<file path="config.mk">
export PLATFORM = sky130hd
export DESIGN_NAME = icp_i2c_config_port
export DESIGN_NICKNAME = d
export VERILOG_FILES = /design/src/pkg/icp_pkg.sv /design/src/hdl/icp_i2c_config_port.sv
export SDC_FILE = /design/constraint.sdc
export NUM_CORES = 2
export LEC_CHECK = 0
export BUFFER_PORTS_ARGS = -buffer_cell sky130_fd_sc_hd__buf_4
export CAP_MARGIN = 5
export CORE_MARGIN = 2
export CORE_UTILIZATION = 30
export CTS_BUF_LIST = sky130_fd_sc_hd__clkbuf_2
export DETAILED_ROUTE_END_ITERATION = 7
export MAX_ROUTING_LAYER = met4
export PLACE_DENSITY_LB_ADDON = 0.2
export SLEW_MARGIN = 30
export SYNTH_ARGS = -nofsm -noshare
export SYNTH_HDL_FRONTEND = slang
export SYNTH_SLANG_ARGS = --single-unit
</file>
<file path="constraint.sdc">
create_clock -name clk -period 4.6 [get_ports clk]
set_input_delay 0.69 -clock clk [delete_from_list [all_inputs] [get_ports clk]]
set_output_delay 0.69 -clock clk [all_outputs]
set_load 0.02 [all_outputs]
</file>
<file path="src/pkg/icp_pkg.sv">
// Behaviour
// Control byte: code, block bits, read flag
// Code bits from register or pin per select
// Acknowledge a received control byte
// Eleven-bit address, only 0x00-0xFF valid
// Word address follows control byte except current-read
// Byte write commits at data acknowledge
// Latch enable freezes outputs during writes
// Sequential write advances address per byte
// Pointer increments at stop after write control
// Current read returns byte at pointer
// Repeated start keeps loaded address
// Master acknowledge requests next read byte
// Eight modes; mode field writable in mode 0
// Control group access per mode
// Configuration bits access per mode
// Routing registers access per mode
// Live values and counters readable per mode
// Code and port control always read-only
// Live matrix inputs readable as registers
// Serial reset bit restarts power-on, self-clears
// Mask protects bits on next byte write
// Writes to live values ignored except virtual
// Acknowledge only on matching chip code
package icp_pkg;

  // ----------------------------------------------------------------
  // Register offsets
  // ----------------------------------------------------------------
  localparam logic [7:0] ADDR_ROUTE_LAST = 8'h47;
  localparam logic [7:0] ADDR_LIVE_FIRST = 8'h48;
  localparam logic [7:0] ADDR_VIRT_IN    = 8'h4c;
  localparam logic [7:0] ADDR_LIVE_LAST  = 8'h4f;
  localparam logic [7:0] ADDR_CNT16_LO   = 8'ha5;
  localparam logic [7:0] ADDR_CNT16_HI   = 8'ha6;
  localparam logic [7:0] ADDR_CNT8_A     = 8'ha7;
  localparam logic [7:0] ADDR_CNT8_B     = 8'ha8;
  localparam logic [7:0] ADDR_PROT_CTRL  = 8'hf5;
  localparam logic [7:0] ADDR_WR_MASK    = 8'hf6;
  localparam logic [7:0] ADDR_CODE_CFG   = 8'hfd;
  localparam logic [7:0] ADDR_PORT_CTRL  = 8'hfe;

  // ----------------------------------------------------------------
  // Field positions and reset values
  // ----------------------------------------------------------------
  localparam int         BIT_SRESET   = 0;
  localparam int         BIT_LATCH    = 1;
  localparam logic [3:0] BYTE_BITS    = 4'h8;
  localparam logic [7:0] MASK_RESET   = 8'h00;
  localparam logic [2:0] MODE_OPEN    = 3'h0;

  // ----------------------------------------------------------------
  // Access masks, bit m set when mode m allows it
  // ----------------------------------------------------------------
  localparam logic [7:0] RD_CTL   = 8'h2f;
  localparam logic [7:0] WR_CTL   = 8'h1f;
  localparam logic [7:0] RD_CFG   = 8'h23;
  localparam logic [7:0] WR_CFG   = 8'h17;
  localparam logic [7:0] RD_ROUTE = 8'h21;
  localparam logic [7:0] WR_ROUTE = 8'h17;
  localparam logic [7:0] RD_LIVE  = 8'h2f;
  localparam logic [7:0] RD_ALL   = 8'hff;
  localparam logic [7:0] NONE     = 8'h00;

  typedef enum logic [2:0] {
    GRP_CTL, GRP_CFG, GRP_ROUTE, GRP_LIVE, GRP_FIXED, GRP_PROT
  } icp_group_e;

  typedef enum logic [3:0] {
    S_IDLE, S_CTRL, S_CACK, S_ADDR, S_AACK, S_WDATA, S_WACK,
    S_RDATA, S_RACK
  } icp_state_e;

endpackage

</file>
<file path="src/hdl/icp_i2c_config_port.sv">
`timescale 1ns/1ps
`default_nettype none
module icp_i2c_config_port
  import icp_pkg::*;
(
  input  wire logic        clk,
  input  wire logic        reset_n,
  input  wire logic        scl_i,
  input  wire logic        sda_i,
  output logic             sda_o,
  output logic             sda_oe,
  input  wire logic        select_pin_lsb,
  input  wire logic        select_pin_second,
  input  wire logic        select_pin_third,
  input  wire logic        select_pin_msb,
  input  wire logic [3:0]  nvm_control_code,
  input  wire logic [3:0]  nvm_pin_select,
  input  wire logic        nvm_port_disable,
  input  wire logic        nvm_prog_disable,
  input  wire logic        nvm_code_compare,
  input  wire logic        nvm_prot_enable,
  input  wire logic [2:0]  nvm_prot_mode,
  input  wire logic [55:0] live_values,
  input  wire logic [15:0] counter_macrocell_wide,
  input  wire logic [7:0]  counter_macrocell_a,
  input  wire logic [7:0]  counter_macrocell_b,
  input  wire logic        por_restart_done,
  output logic             por_restart_req,
  output logic             outputs_frozen,
  output logic [7:0]       virtual_inputs,
  output logic             cfg_wr_valid,
  output logic [7:0]       cfg_wr_addr,
  output logic [7:0]       cfg_wr_data
);

  // ----------------------------------------------------------------
  // Declarations
  // ----------------------------------------------------------------
  logic [1:0] scl_s;
  logic [1:0] sda_s;
  logic [1:0] sel_s [4];
  logic       scl_d;
  logic       sda_d;
  logic       scl;
  logic       sda;
  logic       scl_rise;
  logic       scl_fall;
  logic       start_det;
  logic       stop_det;
  logic [3:0] chip_code;
  icp_state_e state_reg;
  logic [3:0] cnt_reg;
  logic [7:0] sr_reg;
  logic [7:0] txb_reg;
  logic       oe_reg;
  logic       rw_reg;
  logic       blk_bad_reg;
  logic       wr_seen_reg;
  logic       writing_reg;
  logic [7:0] wa_reg;
  logic [7:0] last_reg;
  logic [7:0] ptr_reg;
  logic [7:0] mem [256];
  logic [7:0] mask_reg;
  logic       cmd_set_mask_reg;
  logic       sreset_reg;
  logic       latch_reg;
  logic [2:0] mode_reg;
  logic       load_pend_reg;
  logic [7:0] vin_reg;
  logic       frozen_reg;
  logic [2:0] mode_eff;
  icp_group_e grp;
  logic       rd_ok;
  logic       wr_ok;
  logic       ctl_rd;
  logic       ctl_wr;
  logic [7:0] raw_byte;
  logic [7:0] rd_byte;
  logic [7:0] wdata_eff;
  logic       wr_fire;
  logic [2:0] live_idx;

  // ----------------------------------------------------------------
  // Input synchronisers and bus events
  // ----------------------------------------------------------------
  // Two stages on every pin input
  always_ff @(posedge clk or negedge reset_n) begin
    if (!reset_n) begin
      scl_s <= 2'h3;
      sda_s <= 2'h3;
      scl_d <= 1'b1;
      sda_d <= 1'b1;
    end else begin
      scl_s <= {scl_s[0], scl_i};
      sda_s <= {sda_s[0], sda_i};
      scl_d <= scl_s[1];
      sda_d <= sda_s[1];
    end
  end

  // Select pins share the same double stage
  always_ff @(posedge clk or negedge reset_n) begin
    if (!reset_n) begin
      for (int i = 0; i < 4; i++) begin
        sel_s[i] <= 2'h0;
      end
    end else begin
      sel_s[0] <= {sel_s[0][0], select_pin_lsb};
      sel_s[1] <= {sel_s[1][0], select_pin_second};
      sel_s[2] <= {sel_s[2][0], select_pin_third};
      sel_s[3] <= {sel_s[3][0], select_pin_msb};
    end
  end

  // Edges and start/stop conditions
  assign scl       = scl_s[1];
  assign sda       = sda_s[1];
  assign scl_rise  = scl & ~scl_d;
  assign scl_fall  = ~scl & scl_d;
  assign start_det = scl & scl_d & sda_d & ~sda;
  assign stop_det  = scl & scl_d & ~sda_d & sda;

  // Per-bit code source: pin or stored bit
  always_comb begin
    for (int i = 0; i < 4; i++) begin
      chip_code[i] = nvm_pin_select[i] ? sel_s[i][1]
                                       : nvm_control_code[i];
    end
  end

  // ----------------------------------------------------------------
  // Access decode
  // ----------------------------------------------------------------
  // Mode counts only when protection is enabled
  assign mode_eff = nvm_prot_enable ? mode_reg : MODE_OPEN;

  // Address to access group
  always_comb begin
    if (wa_reg == ADDR_VIRT_IN || wa_reg == ADDR_WR_MASK) begin
      grp = GRP_CTL;
    end else if (wa_reg <= ADDR_ROUTE_LAST) begin
      grp = GRP_ROUTE;
    end else if (wa_reg >= ADDR_LIVE_FIRST && wa_reg <= ADDR_LIVE_LAST) begin
      grp = GRP_LIVE;
    end else if (wa_reg >= ADDR_CNT16_LO && wa_reg <= ADDR_CNT8_B) begin
      grp = GRP_LIVE;
    end else if (wa_reg == ADDR_CODE_CFG || wa_reg == ADDR_PORT_CTRL) begin
      grp = GRP_FIXED;
    end else if (wa_reg == ADDR_PROT_CTRL) begin
      grp = GRP_PROT;
    end else begin
      grp = GRP_CFG;
    end
  end

  // Read and write permission per mode
  always_comb begin
    ctl_rd = RD_CTL[mode_eff];
    ctl_wr = WR_CTL[mode_eff];
    case (grp)
      GRP_CTL:   begin rd_ok = ctl_rd; wr_ok = ctl_wr; end
      GRP_CFG:   begin
        rd_ok = RD_CFG[mode_eff];
        wr_ok = WR_CFG[mode_eff];
      end
      GRP_ROUTE: begin
        rd_ok = RD_ROUTE[mode_eff];
        wr_ok = WR_ROUTE[mode_eff];
      end
      GRP_LIVE:  begin
        rd_ok = RD_LIVE[mode_eff];
        wr_ok = NONE[mode_eff];
      end
      GRP_FIXED: begin
        rd_ok = RD_ALL[mode_eff];
        wr_ok = NONE[mode_eff];
      end
      default:   begin rd_ok = RD_ALL[mode_eff]; wr_ok = 1'b1; end
    endcase
    if (blk_bad_reg) begin
      rd_ok = 1'b0;
      wr_ok = 1'b0;
    end
  end

  // Live slot index skipping the virtual input byte
  assign live_idx = wa_reg[2] ? wa_reg[2:0] - 3'h1 : wa_reg[2:0];

  // Stored or live value at the working address
  always_comb begin
    if (wa_reg == ADDR_VIRT_IN) begin
      raw_byte = vin_reg;
    end else if (wa_reg == ADDR_WR_MASK) begin
      raw_byte = mask_reg;
    end else if (wa_reg >= ADDR_LIVE_FIRST && wa_reg <= ADDR_LIVE_LAST) begin
      raw_byte = live_values[8*live_idx +: 8];
    end else if (wa_reg == ADDR_CNT16_LO) begin
      raw_byte = counter_macrocell_wide[7:0];
    end else if (wa_reg == ADDR_CNT16_HI) begin
      raw_byte = counter_macrocell_wide[15:8];
    end else if (wa_reg == ADDR_CNT8_A) begin
      raw_byte = counter_macrocell_a;
    end else if (wa_reg == ADDR_CNT8_B) begin
      raw_byte = counter_macrocell_b;
    end else if (wa_reg == ADDR_PROT_CTRL) begin
      raw_byte = {mode_reg, 1'b0, nvm_prot_enable, 1'b0,
                  latch_reg & ctl_rd, sreset_reg & ctl_rd};
    end else if (wa_reg == ADDR_CODE_CFG) begin
      raw_byte = {nvm_pin_select, nvm_control_code};
    end else if (wa_reg == ADDR_PORT_CTRL) begin
      raw_byte = {5'h00, nvm_code_compare, nvm_prog_disable,
                  nvm_port_disable};
    end else begin
      raw_byte = mem[wa_reg];
    end
  end

  assign rd_byte = rd_ok ? raw_byte : 8'h00;

  // Masked bits keep their old value
  assign wdata_eff = (mask_reg != MASK_RESET && !cmd_set_mask_reg)
                     ? ((raw_byte & mask_reg) | (sr_reg & ~mask_reg))
                     : sr_reg;

  // Data byte commit at the acknowledge edge
  assign wr_fire = (state_reg == S_WDATA) && scl_fall
                   && (cnt_reg == BYTE_BITS);

  // ----------------------------------------------------------------
  // Protocol engine
  // ----------------------------------------------------------------
  // Bit shifting, acknowledge and address pointer
  always_ff @(posedge clk or negedge reset_n) begin
    if (!reset_n) begin
      state_reg   <= S_IDLE;
      cnt_reg     <= 4'h0;
      sr_reg      <= 8'h00;
      txb_reg     <= 8'h00;
      oe_reg      <= 1'b0;
      rw_reg      <= 1'b0;
      blk_bad_reg <= 1'b0;
      wr_seen_reg <= 1'b0;
      writing_reg <= 1'b0;
      wa_reg      <= 8'h00;
      last_reg    <= 8'h00;
      ptr_reg     <= 8'h00;
    end else if (start_det) begin
      state_reg   <= S_CTRL;
      cnt_reg     <= 4'h0;
      oe_reg      <= 1'b0;
      writing_reg <= 1'b0;
    end else if (stop_det) begin
      state_reg   <= S_IDLE;
      oe_reg      <= 1'b0;
      writing_reg <= 1'b0;
      wr_seen_reg <= 1'b0;
      if (wr_seen_reg) begin
        ptr_reg <= last_reg + 8'h01;
        wa_reg  <= last_reg + 8'h01;
      end else begin
        wa_reg  <= ptr_reg;
      end
    end else begin
      case (state_reg)
        S_CTRL, S_ADDR, S_WDATA: begin
          if (scl_rise && cnt_reg != BYTE_BITS) begin
            sr_reg  <= {sr_reg[6:0], sda};
            cnt_reg <= cnt_reg + 4'h1;
          end else if (scl_fall && cnt_reg == BYTE_BITS) begin
            cnt_reg <= 4'h0;
            oe_reg  <= 1'b1;
            if (state_reg == S_CTRL) begin
              if (nvm_port_disable || sr_reg[7:4] != chip_code) begin
                state_reg <= S_IDLE;
                oe_reg    <= 1'b0;
              end else begin
                state_reg   <= S_CACK;
                rw_reg      <= sr_reg[0];
                blk_bad_reg <= sr_reg[3:1] != 3'h0;
                if (!sr_reg[0]) begin
                  wr_seen_reg <= 1'b1;
                  writing_reg <= 1'b1;
                end
              end
            end else if (state_reg == S_ADDR) begin
              wa_reg    <= sr_reg;
              last_reg  <= sr_reg;
              state_reg <= S_AACK;
            end else begin
              last_reg  <= wa_reg;
              wa_reg    <= wa_reg + 8'h01;
              state_reg <= S_WACK;
            end
          end
        end
        S_CACK: begin
          if (scl_fall) begin
            if (rw_reg) begin
              txb_reg   <= rd_byte;
              oe_reg    <= ~rd_byte[7];
              state_reg <= S_RDATA;
            end else begin
              oe_reg    <= 1'b0;
              state_reg <= S_ADDR;
            end
          end
        end
        S_AACK, S_WACK: begin
          if (scl_fall) begin
            oe_reg    <= 1'b0;
            state_reg <= S_WDATA;
          end
        end
        S_RDATA: begin
          if (scl_rise) begin
            cnt_reg <= cnt_reg + 4'h1;
          end else if (scl_fall) begin
            if (cnt_reg == BYTE_BITS) begin
              cnt_reg   <= 4'h0;
              oe_reg    <= 1'b0;
              last_reg  <= wa_reg;
              wa_reg    <= wa_reg + 8'h01;
              state_reg <= S_RACK;
            end else begin
              txb_reg <= {txb_reg[6:0], 1'b0};
              oe_reg  <= ~txb_reg[6];
            end
          end
        end
        S_RACK: begin
          if (scl_rise && sda) begin
            state_reg <= S_IDLE;
          end else if (scl_fall) begin
            txb_reg   <= rd_byte;
            oe_reg    <= ~rd_byte[7];
            state_reg <= S_RDATA;
          end
        end
        default: state_reg <= S_IDLE;
      endcase
    end
  end

  // Open drain: only ever pull low
  assign sda_o  = 1'b0;
  assign sda_oe = oe_reg;

  // ----------------------------------------------------------------
  // Register file
  // ----------------------------------------------------------------
  // Configuration and routing storage
  always_ff @(posedge clk or negedge reset_n) begin
    if (!reset_n) begin
      for (int i = 0; i < 256; i++) begin
        mem[i] <= 8'h00;
      end
    end else if (wr_fire && wr_ok
                 && (grp == GRP_CFG || grp == GRP_ROUTE)) begin
      mem[wa_reg] <= wdata_eff;
    end
  end

  // Strobe towards the macrocells
  always_ff @(posedge clk or negedge reset_n) begin
    if (!reset_n) begin
      cfg_wr_valid <= 1'b0;
      cfg_wr_addr  <= 8'h00;
      cfg_wr_data  <= 8'h00;
    end else begin
      cfg_wr_valid <= wr_fire && wr_ok
                      && (grp == GRP_CFG || grp == GRP_ROUTE);
      if (wr_fire && wr_ok && (grp == GRP_CFG || grp == GRP_ROUTE)) begin
        cfg_wr_addr <= wa_reg;
        cfg_wr_data <= wdata_eff;
      end
    end
  end

  // Virtual inputs accept writes
  always_ff @(posedge clk or negedge reset_n) begin
    if (!reset_n) begin
      vin_reg <= 8'h00;
    end else if (wr_fire && wr_ok && wa_reg == ADDR_VIRT_IN) begin
      vin_reg <= wdata_eff;
    end
  end

  assign virtual_inputs = vin_reg;

  // Byte write mask: armed, used once, or discarded
  always_ff @(posedge clk or negedge reset_n) begin
    if (!reset_n) begin
      mask_reg         <= MASK_RESET;
      cmd_set_mask_reg <= 1'b0;
    end else if (wr_fire && wr_ok && wa_reg == ADDR_WR_MASK) begin
      mask_reg         <= sr_reg;
      cmd_set_mask_reg <= 1'b1;
    end else if (wr_fire && !cmd_set_mask_reg) begin
      mask_reg <= MASK_RESET;
    end else if (stop_det) begin
      cmd_set_mask_reg <= 1'b0;
      if (!cmd_set_mask_reg) begin
        mask_reg <= MASK_RESET;
      end
    end
  end

  // Protection mode, loaded once after reset
  always_ff @(posedge clk or negedge reset_n) begin
    if (!reset_n) begin
      mode_reg      <= MODE_OPEN;
      load_pend_reg <= 1'b1;
    end else if (load_pend_reg) begin
      mode_reg      <= nvm_prot_mode;
      load_pend_reg <= 1'b0;
    end else if (wr_fire && wa_reg == ADDR_PROT_CTRL && !blk_bad_reg
                 && mode_eff == MODE_OPEN) begin
      mode_reg <= wdata_eff[7:5];
    end
  end

  // Latch enable and serial reset bits
  always_ff @(posedge clk or negedge reset_n) begin
    if (!reset_n) begin
      latch_reg  <= 1'b0;
      sreset_reg <= 1'b0;
    end else begin
      if (wr_fire && wa_reg == ADDR_PROT_CTRL && !blk_bad_reg && ctl_wr) begin
        latch_reg <= wdata_eff[BIT_LATCH];
      end
      if (wr_fire && wa_reg == ADDR_PROT_CTRL && !blk_bad_reg && ctl_wr
          && wdata_eff[BIT_SRESET]) begin
        sreset_reg <= 1'b1;
      end else if (por_restart_done) begin
        sreset_reg <= 1'b0;
      end
    end
  end

  assign por_restart_req = sreset_reg;

  // Output freeze during a write command
  always_ff @(posedge clk or negedge reset_n) begin
    if (!reset_n) begin
      frozen_reg <= 1'b0;
    end else begin
      frozen_reg <= writing_reg & (latch_reg | frozen_reg);
    end
  end

  assign outputs_frozen = frozen_reg;

endmodule
`default_nettype wire

</file>
Word-level counts from Yosys, hierarchy flattened

Memory sizes are Yosys's and may differ from the RTL's.
Index checks and enable logic that the tools add are counted.

Memories kept: 7
Word-level logic and storage cells: 583
Bits in registers: 2155
Input bits: 112
Memory bits (read-only): 56

Memories:

| memory           | depth | bits a word | rd ports | clocked after Yosys merged registers in | wr ports | line                       | RTL |
|---|---|---|---|---|---|---|---|
| (name not given) | 8     | 1           | 1        | 0                                       | 0        | icp_i2c_config_port.sv:179 | `default: begin rd_ok = RD_ALL[mode_eff]; wr_ok = 1'b1; end` |
| (name not given) | 8     | 1           | 1        | 0                                       | 0        | icp_i2c_config_port.sv:177 | `wr_ok = NONE[mode_eff];` |
| (name not given) | 8     | 1           | 1        | 0                                       | 0        | icp_i2c_config_port.sv:172 | `rd_ok = RD_LIVE[mode_eff];` |
| (name not given) | 8     | 1           | 1        | 0                                       | 0        | icp_i2c_config_port.sv:169 | `wr_ok = WR_ROUTE[mode_eff];` |
| (name not given) | 8     | 1           | 1        | 0                                       | 0        | icp_i2c_config_port.sv:168 | `rd_ok = RD_ROUTE[mode_eff];` |
| (name not given) | 8     | 1           | 1        | 0                                       | 0        | icp_i2c_config_port.sv:164 | `rd_ok = RD_CFG[mode_eff];` |
| +1 memories      | n/a   | n/a         | n/a      | n/a                                     | n/a      | n/a                        |  |

Bitwise gates (word level): 26
Shift operators: 1
$lt $le $gt $ge: 8
Equal/unequal tests: 63
Muxes and demuxes: 125
$add $sub $neg: 4
Reduce and logical (&&, ||, !) cells: 62

Operator list:

| operator              | number |
|---|---|
| $bwmux W2048          | 1 |
| $mux W8               | 35 |
| $mux W4               | 19 |
| $bmux W8 S8           | 1 |
| $demux W8 S8          | 1 |
| $eq A8 B8 Y1 const B  | 8 |
| $shiftx A56 B7 Y8     | 1 |
| $ne A4 B4 Y1 const B  | 13 |
| $mux W7               | 7 |
| $mux W1               | 40 |
| $mux W3               | 11 |
| $ne A2 B2 Y1 const B  | 16 |
| $pmux W8 S2           | 2 |
| $ne A3 B3 Y1 const B  | 9 |
| $reduce_bool A3 Y1    | 8 |
| $pmux W7 S3           | 1 |
| $pmux W4 S5           | 1 |
| $logic_and A1 B1 Y1   | 19 |
| $reduce_and A9 Y1     | 2 |
| $add A8 B1 Y8 const B | 2 |
| $and A8 B8 Y8         | 2 |
| $eq A4 B3 Y1 const B  | 4 |
| $le A8 B7 Y1 const B  | 2 |
| $reduce_and A8 Y1     | 2 |
| 42 further kinds      | 82 |

Depth between registers and ports, before layout

Depth after elaboration: 21
Gate-level depth with buffers: 23
Gate-level depth less buffers: 11

Worst setup path before layout

No wires, ideal clock.

Path kind: register to register
Start point: register wa_reg[1]
End point: register mem[1257] in the netlist's numbering
Data arrival time: 4.974 ns
Cell stages (with the launch flop): 22
Period minus slack after synthesis: 5.107 ns
Setup slack: -0.507 ns
Buffers on the path: 11
Library setup time: 0.133 ns
Cell sequence: dfrtp_1 -> buf_4 -> buf_2 -> buf_1 -> buf_2 -> buf_2 -> buf_2 -> inv_1 -> ha_1 -> clkbuf_1 -> nand2_1 -> o21ai_0 -> clkbuf_1 -> mux4_2 -> a21oi_1 -> a2bb2oi_1 -> o221ai_1 -> o31ai_1 -> clkbuf_1 -> clkbuf_1 -> clkbuf_1 -> o21ai_0

Longest elaborated chain between the ends: 18
Elaborated cells between the ends (all ways): 62
Classes of those cells: add/sub (1); order compare (7); eq/ne (13); shift (1); mux (26); bitwise (3); reduce/logical (11)

RTL lines:

| what                                        | line                                                   | RTL |
|---|---|---|
| from (decl)                                 | icp_i2c_config_port.sv:60                              | `logic [7:0] wa_reg;` |
| from (signal assigned)                      | icp_i2c_config_port.sv:260                             | `wa_reg <= last_reg + 8'h01;` |
| from (signal assigned)                      | icp_i2c_config_port.sv:262                             | `wa_reg <= ptr_reg;` |
| from (signal assigned)                      | icp_i2c_config_port.sv:287                             | `wa_reg <= sr_reg;` |
| $not A8 Y9 (implied by the code)            | icp_i2c_config_port.sv:215, icp_i2c_config_port.sv:360 |  |
| $bmux W8 S8                                 | icp_i2c_config_port.sv:215                             | `raw_byte = mem[wa_reg];` |
| $mux W8 (implied by the code) (2 in series) | icp_i2c_config_port.sv:215                             |  |
| $mux W8                                     | icp_i2c_config_port.sv:211                             | `end else if (wa_reg == ADDR_PORT_CTRL) begin` |
| $mux W8                                     | icp_i2c_config_port.sv:209                             | `end else if (wa_reg == ADDR_CODE_CFG) begin` |
| $mux W8                                     | icp_i2c_config_port.sv:206                             | `end else if (wa_reg == ADDR_PROT_CTRL) begin` |
| $mux W8                                     | icp_i2c_config_port.sv:204                             | `end else if (wa_reg == ADDR_CNT8_B) begin` |
| $mux W8                                     | icp_i2c_config_port.sv:202                             | `end else if (wa_reg == ADDR_CNT8_A) begin` |
| $mux W8                                     | icp_i2c_config_port.sv:200                             | `end else if (wa_reg == ADDR_CNT16_HI) begin` |
| $mux W8                                     | icp_i2c_config_port.sv:198                             | `end else if (wa_reg == ADDR_CNT16_LO) begin` |
| $mux W8                                     | icp_i2c_config_port.sv:196                             | `end else if (wa_reg >= ADDR_LIVE_FIRST && wa_reg <= ADDR_LIVE_LAST) begin` |
| $mux W8                                     | icp_i2c_config_port.sv:194                             | `end else if (wa_reg == ADDR_WR_MASK) begin` |
| $mux W8                                     | icp_i2c_config_port.sv:192                             | `if (wa_reg == ADDR_VIRT_IN) begin` |
| $and A8 B8 Y8                               | icp_i2c_config_port.sv:223                             | `? ((raw_byte & mask_reg) \| (sr_reg & ~mask_reg))` |
| $or A8 B8 Y8                                | icp_i2c_config_port.sv:223                             |  |
| $mux W8                                     | icp_i2c_config_port.sv:223                             |  |
| $bwmux W2048                                | icp_i2c_config_port.sv:360                             | `mem[wa_reg] <= wdata_eff;` |
| to (signal, indexed assignment)             | icp_i2c_config_port.sv:360                             |  |
| to (decl)                                   | icp_i2c_config_port.sv:63                              | `logic [7:0] mem [256];` |

Several ways; a longest one is shown, not always the timed one. The select of a mux whose other input is x is not followed.
A chain may end at the register's enable or synchronous reset.

Final worst setup path

Start point: register wa_reg[0]
End point: register mem[1871] in the netlist's numbering

Same word-level chain as after synthesis.

==> out/qor.csv <==
stage,metric,value,unit
place,dp_hpwl,280,mm
detailed_routing,drt_iter0_markers,7694,
clocking,numClockSinks,2155,
sta,slew_headroom,30.2,%
cells_and_area,final_common_cell,dfrtp_1,
pwr,p_leak,52.6,nW
yosys,synth_top_area_cell,dfrtp_1,
global_routing,first_global_vias,80000,
cells_and_area,fin_cells,15000,
clocking,cts_tree,done,
clocking,cts_made_buffers,597,
setup_path,worst_setup_path_end_kind,flip-flop,
cells_and_area,regMostFlops,mem,
yosys,synth_cells,9314,
yosys,synth_edf_count,0,
sta,setup_viol,431,
setup_path,crit_fanout,8,
setup_path,cp_top_family,buffers and inverters,
run_status,violations,setup timing,
sta,finClkSkew,0.256,ns
clocking,clockBufferDepth,4,
setup_path,crit_buf_inv,10,
floorplanning,coreArea,333000,um^2
clocking,cts-htree-levels,6,
pwr,ir_worst_vdd,299,uV
yosys,yosysWarningCount,0,
floorplanning,die_y,581,um
sta,layout_setup_ws,-0.170,ns
detailed_routing,ant_nets,0,
sta,timing.hold.ws,0.160,ns
yosys,synthTopCellsByArea,"dfrtp_1 54%, mux4_2 10%, o21ai_0 8.7%",
global_routing,antenna_found_initial,23,
floorplanning,io_pins,141,
setup_path,cp_slowest_cell,dfrtp_4,
setup_path,crit_path_frequent_cell,buf_12,
sta,hold_violations,0,
detailed_routing,drc,0,
detailed_routing,wl_per_cell,28.1,um
place,numPortBuffers,139,
setup_path,critPathLaunchType,flip-flop,
sta,fmax,210,MHz
yosys,postSynthAreaPerCell,10.7,um^2
global_routing,grt.total_usage,24.6,%
detailed_routing,finalWirelength,421,mm
setup_path,reg2regPathDepth,18,
cells_and_area,drive_gt1_share,28.2,%
yosys,synth_ff_type,dfrtp_1,
place,placed_cells,13700,
sta,slew_viol_final,0,
sta,rsz0062_at_grt,true,
setup_path,max_stage_delay,0.54,ns
global_routing,grt_pass1_wl,590,mm
place,gp_congestion,0.951,
yosys,syn_area,100000,um^2
detailed_routing,drtPass1Iterations,6,
yosys,ys_seq_elements,2155,
setup_path,regToRegEndpoint,mem[1871],
yosys,async_flop_share,100,%
setup_path,r2r_start,wa_reg[0],
cells_and_area,nets,10300,
clocking,cts-root-buf,clkbuf_2,
min_path,hold-path-cell-count,10,
min_path,holdPathEnd,mode_reg[0],
floorplanning,die_area,338000,um^2
min_path,min_path_type,input port to flip-flop,
detailed_routing,vias,81000,
sta,worst_slew_pin_slew,1.04,ns
floorplanning,initial_core_util,30.1,%
cells_and_area,final_cell_mix,"2,140 x dfrtp_1, 1,839 x nand2_1, 1,720 x o21ai_0",
run_status,status,"finished, violations left",
yosys,synth_top_area_share,53.7,%
cells_and_area,area_growth,20.6,%
cells_and_area,largest_reg_flops,2048,
yosys,synth_cell_types,88,
clocking,clkLatencyLatePin,1.90,ns
yosys,synth-seq-area-share,53.9,%
sta,fin_crit,4.77,ns
clocking,clkTransAtPathRegs,0.13,ns
setup_path,cp_data_arrival_time,6.39,ns
setup_path,path_cells,buf_12 > buf_16 > buf_12 > buf_4 > buf_12 > buf_6 > mux4_2 > mux2i_4 > o21ai_1 > buf_4 > o211ai_1 > nand4_1 > nor3_4 > o31a_4 > buf_12 > buf_12 > buf_16 > o21ai_0,
setup_path,r2r_slack,-0.17,ns
floorplanning,row_count,212,
sta,post-route-period-util,104,%
run,drv_cap,0,
min_path,hp-start,counter_macrocell_a[5],
global_routing,overflow,0,
setup_path,crit_type,flip-flop to flip-flop,
pwr,power.density,448,nW/um^2
cells_and_area,final_util,36.3,%
setup_path,required,6.22,ns
detailed_routing,vias_per_cell,5.40,
floorplanning,die_x,581,um
global_routing,grt_max_degree,145,
[per-stage QoR]
step | total power [mW] | TNS [ns] | instance area, um^2 | setup WS, ns
after floorplan | 27.5 | 0 | 100000 | 0.0166
after global placement | 37.0 | -226.63 | 112000 | -0.767
after detailed placement | 37.0 | -141.32 | 112000 | -0.429
after CTS | 52.2 | 0 | 118000 | 0.00237
after global routing | 55.8 | -0.790 | 121000 | -0.0507
final | 54.0 | -20.04 | 121000 | -0.170
[report_power, final]
group / switching, mW / total, mW / internal, mW
combinational: 13.1 / 20.2 / 7.17
sequential: 0.191 / 19.2 / 19.0
clock: 8.62 / 14.6 / 5.95
[area by class of cell]
| type | count | area (um^2) |
|---|---|---|
| Timing Repair Buffer | 1246 | 12900 |
| Clock inverter | 132 | 938 |
| Tap cell | 4387 | 5490 |
| Multi-Input combinational cell | 6124 | 42600 |
| Antenna cell | 26 | 65.1 |
| Sequential cell | 2155 | 54000 |
| Inverter | 29 | 115 |
| Fill cell | 33300 | 212000 |
| Clock buffer | 892 | 4460 |
[repair_timing]
item	CTS	global route
resized for setup	63	122
endpoints found under the hold margin	2758	0
gates cloned	8	36
endpoints found under the setup margin	1171	1013
pin swaps	13	24
hold buffers	70	0
buffers inserted	15	67
[Yosys cell counts (23+ instances only)]
cell,instances
inv_1,24
o211ai_1,30
dfrtp_1,2148
buf_2,120
nor3_1,200
a22oi_1,133
a211oi_1,26
a21oi_1,100
a221oi_1,23
mux2_2,266
nand2_1,1841
nor2b_1,24
mux2i_1,445
buf_1,58
o21ai_0,1734
buf_4,26
clkbuf_1,792
nand3_1,322
nand4_1,40
mux4_2,445
nor2_1,66
o31ai_1,91
[worst max path at each step]
stage / start / to / slack [ns] / cells after the start
CTS: wa_reg[0] / mem[1222] / 0.002 / 16
detailed placement: wa_reg[0] / mem[1735] / -0.43 / 15
finish: wa_reg[0] / mem[1871] / -0.17 / 18
global placement: wa_reg[1] / mem[1719] / -0.77 / 14
floorplan: wa_reg[1] / mem[1184] / 0.02 / 20
global route: wa_reg[0] / mem[1871] / -0.05 / 19
[logic make-up (layout without fill, tap and decap cells)]
| kind of cell | count (synthesis) | after routing | synth area share, % |
|---|---|---|---|
| AO/OA/AOI/OAI | 2306 | 2306 | 12.9 |
| XOR/XNOR | 17 | 17 | 0.149 |
| adder cells (fa/ha/maj) | 12 | 12 | 0.150 |
| buffers and inverters | 1036 | 2299 | 4.22 |
| flip-flops | 2155 | 2155 | 53.9 |
| multiplexers | 1156 | 1156 | 17.5 |
| other | 1 | 28 | 0.00375 |
| AND/OR/NAND/NOR | 2631 | 2631 | 11.2 |
[tightest hold or removal path, delay by kind of cell]
family	cells	cell delay, ns
AO/OA/AOI/OAI	5	0.63
buffers and inverters	3	0.40
AND/OR/NAND/NOR	2	0.26
[routing by layer]
metal / vias to the layer above / track usage [%] / share of wire [%]
li1: 35200 / - / -
met1: 41300 / 32.3 / 42
met2: 3558 / 36.2 / 44
met3: 956 / 5.19 / 8.2
met4: 0 / 11.4 / 5.6
met5: - / - / 0
(Power assumes the default switching activity.)
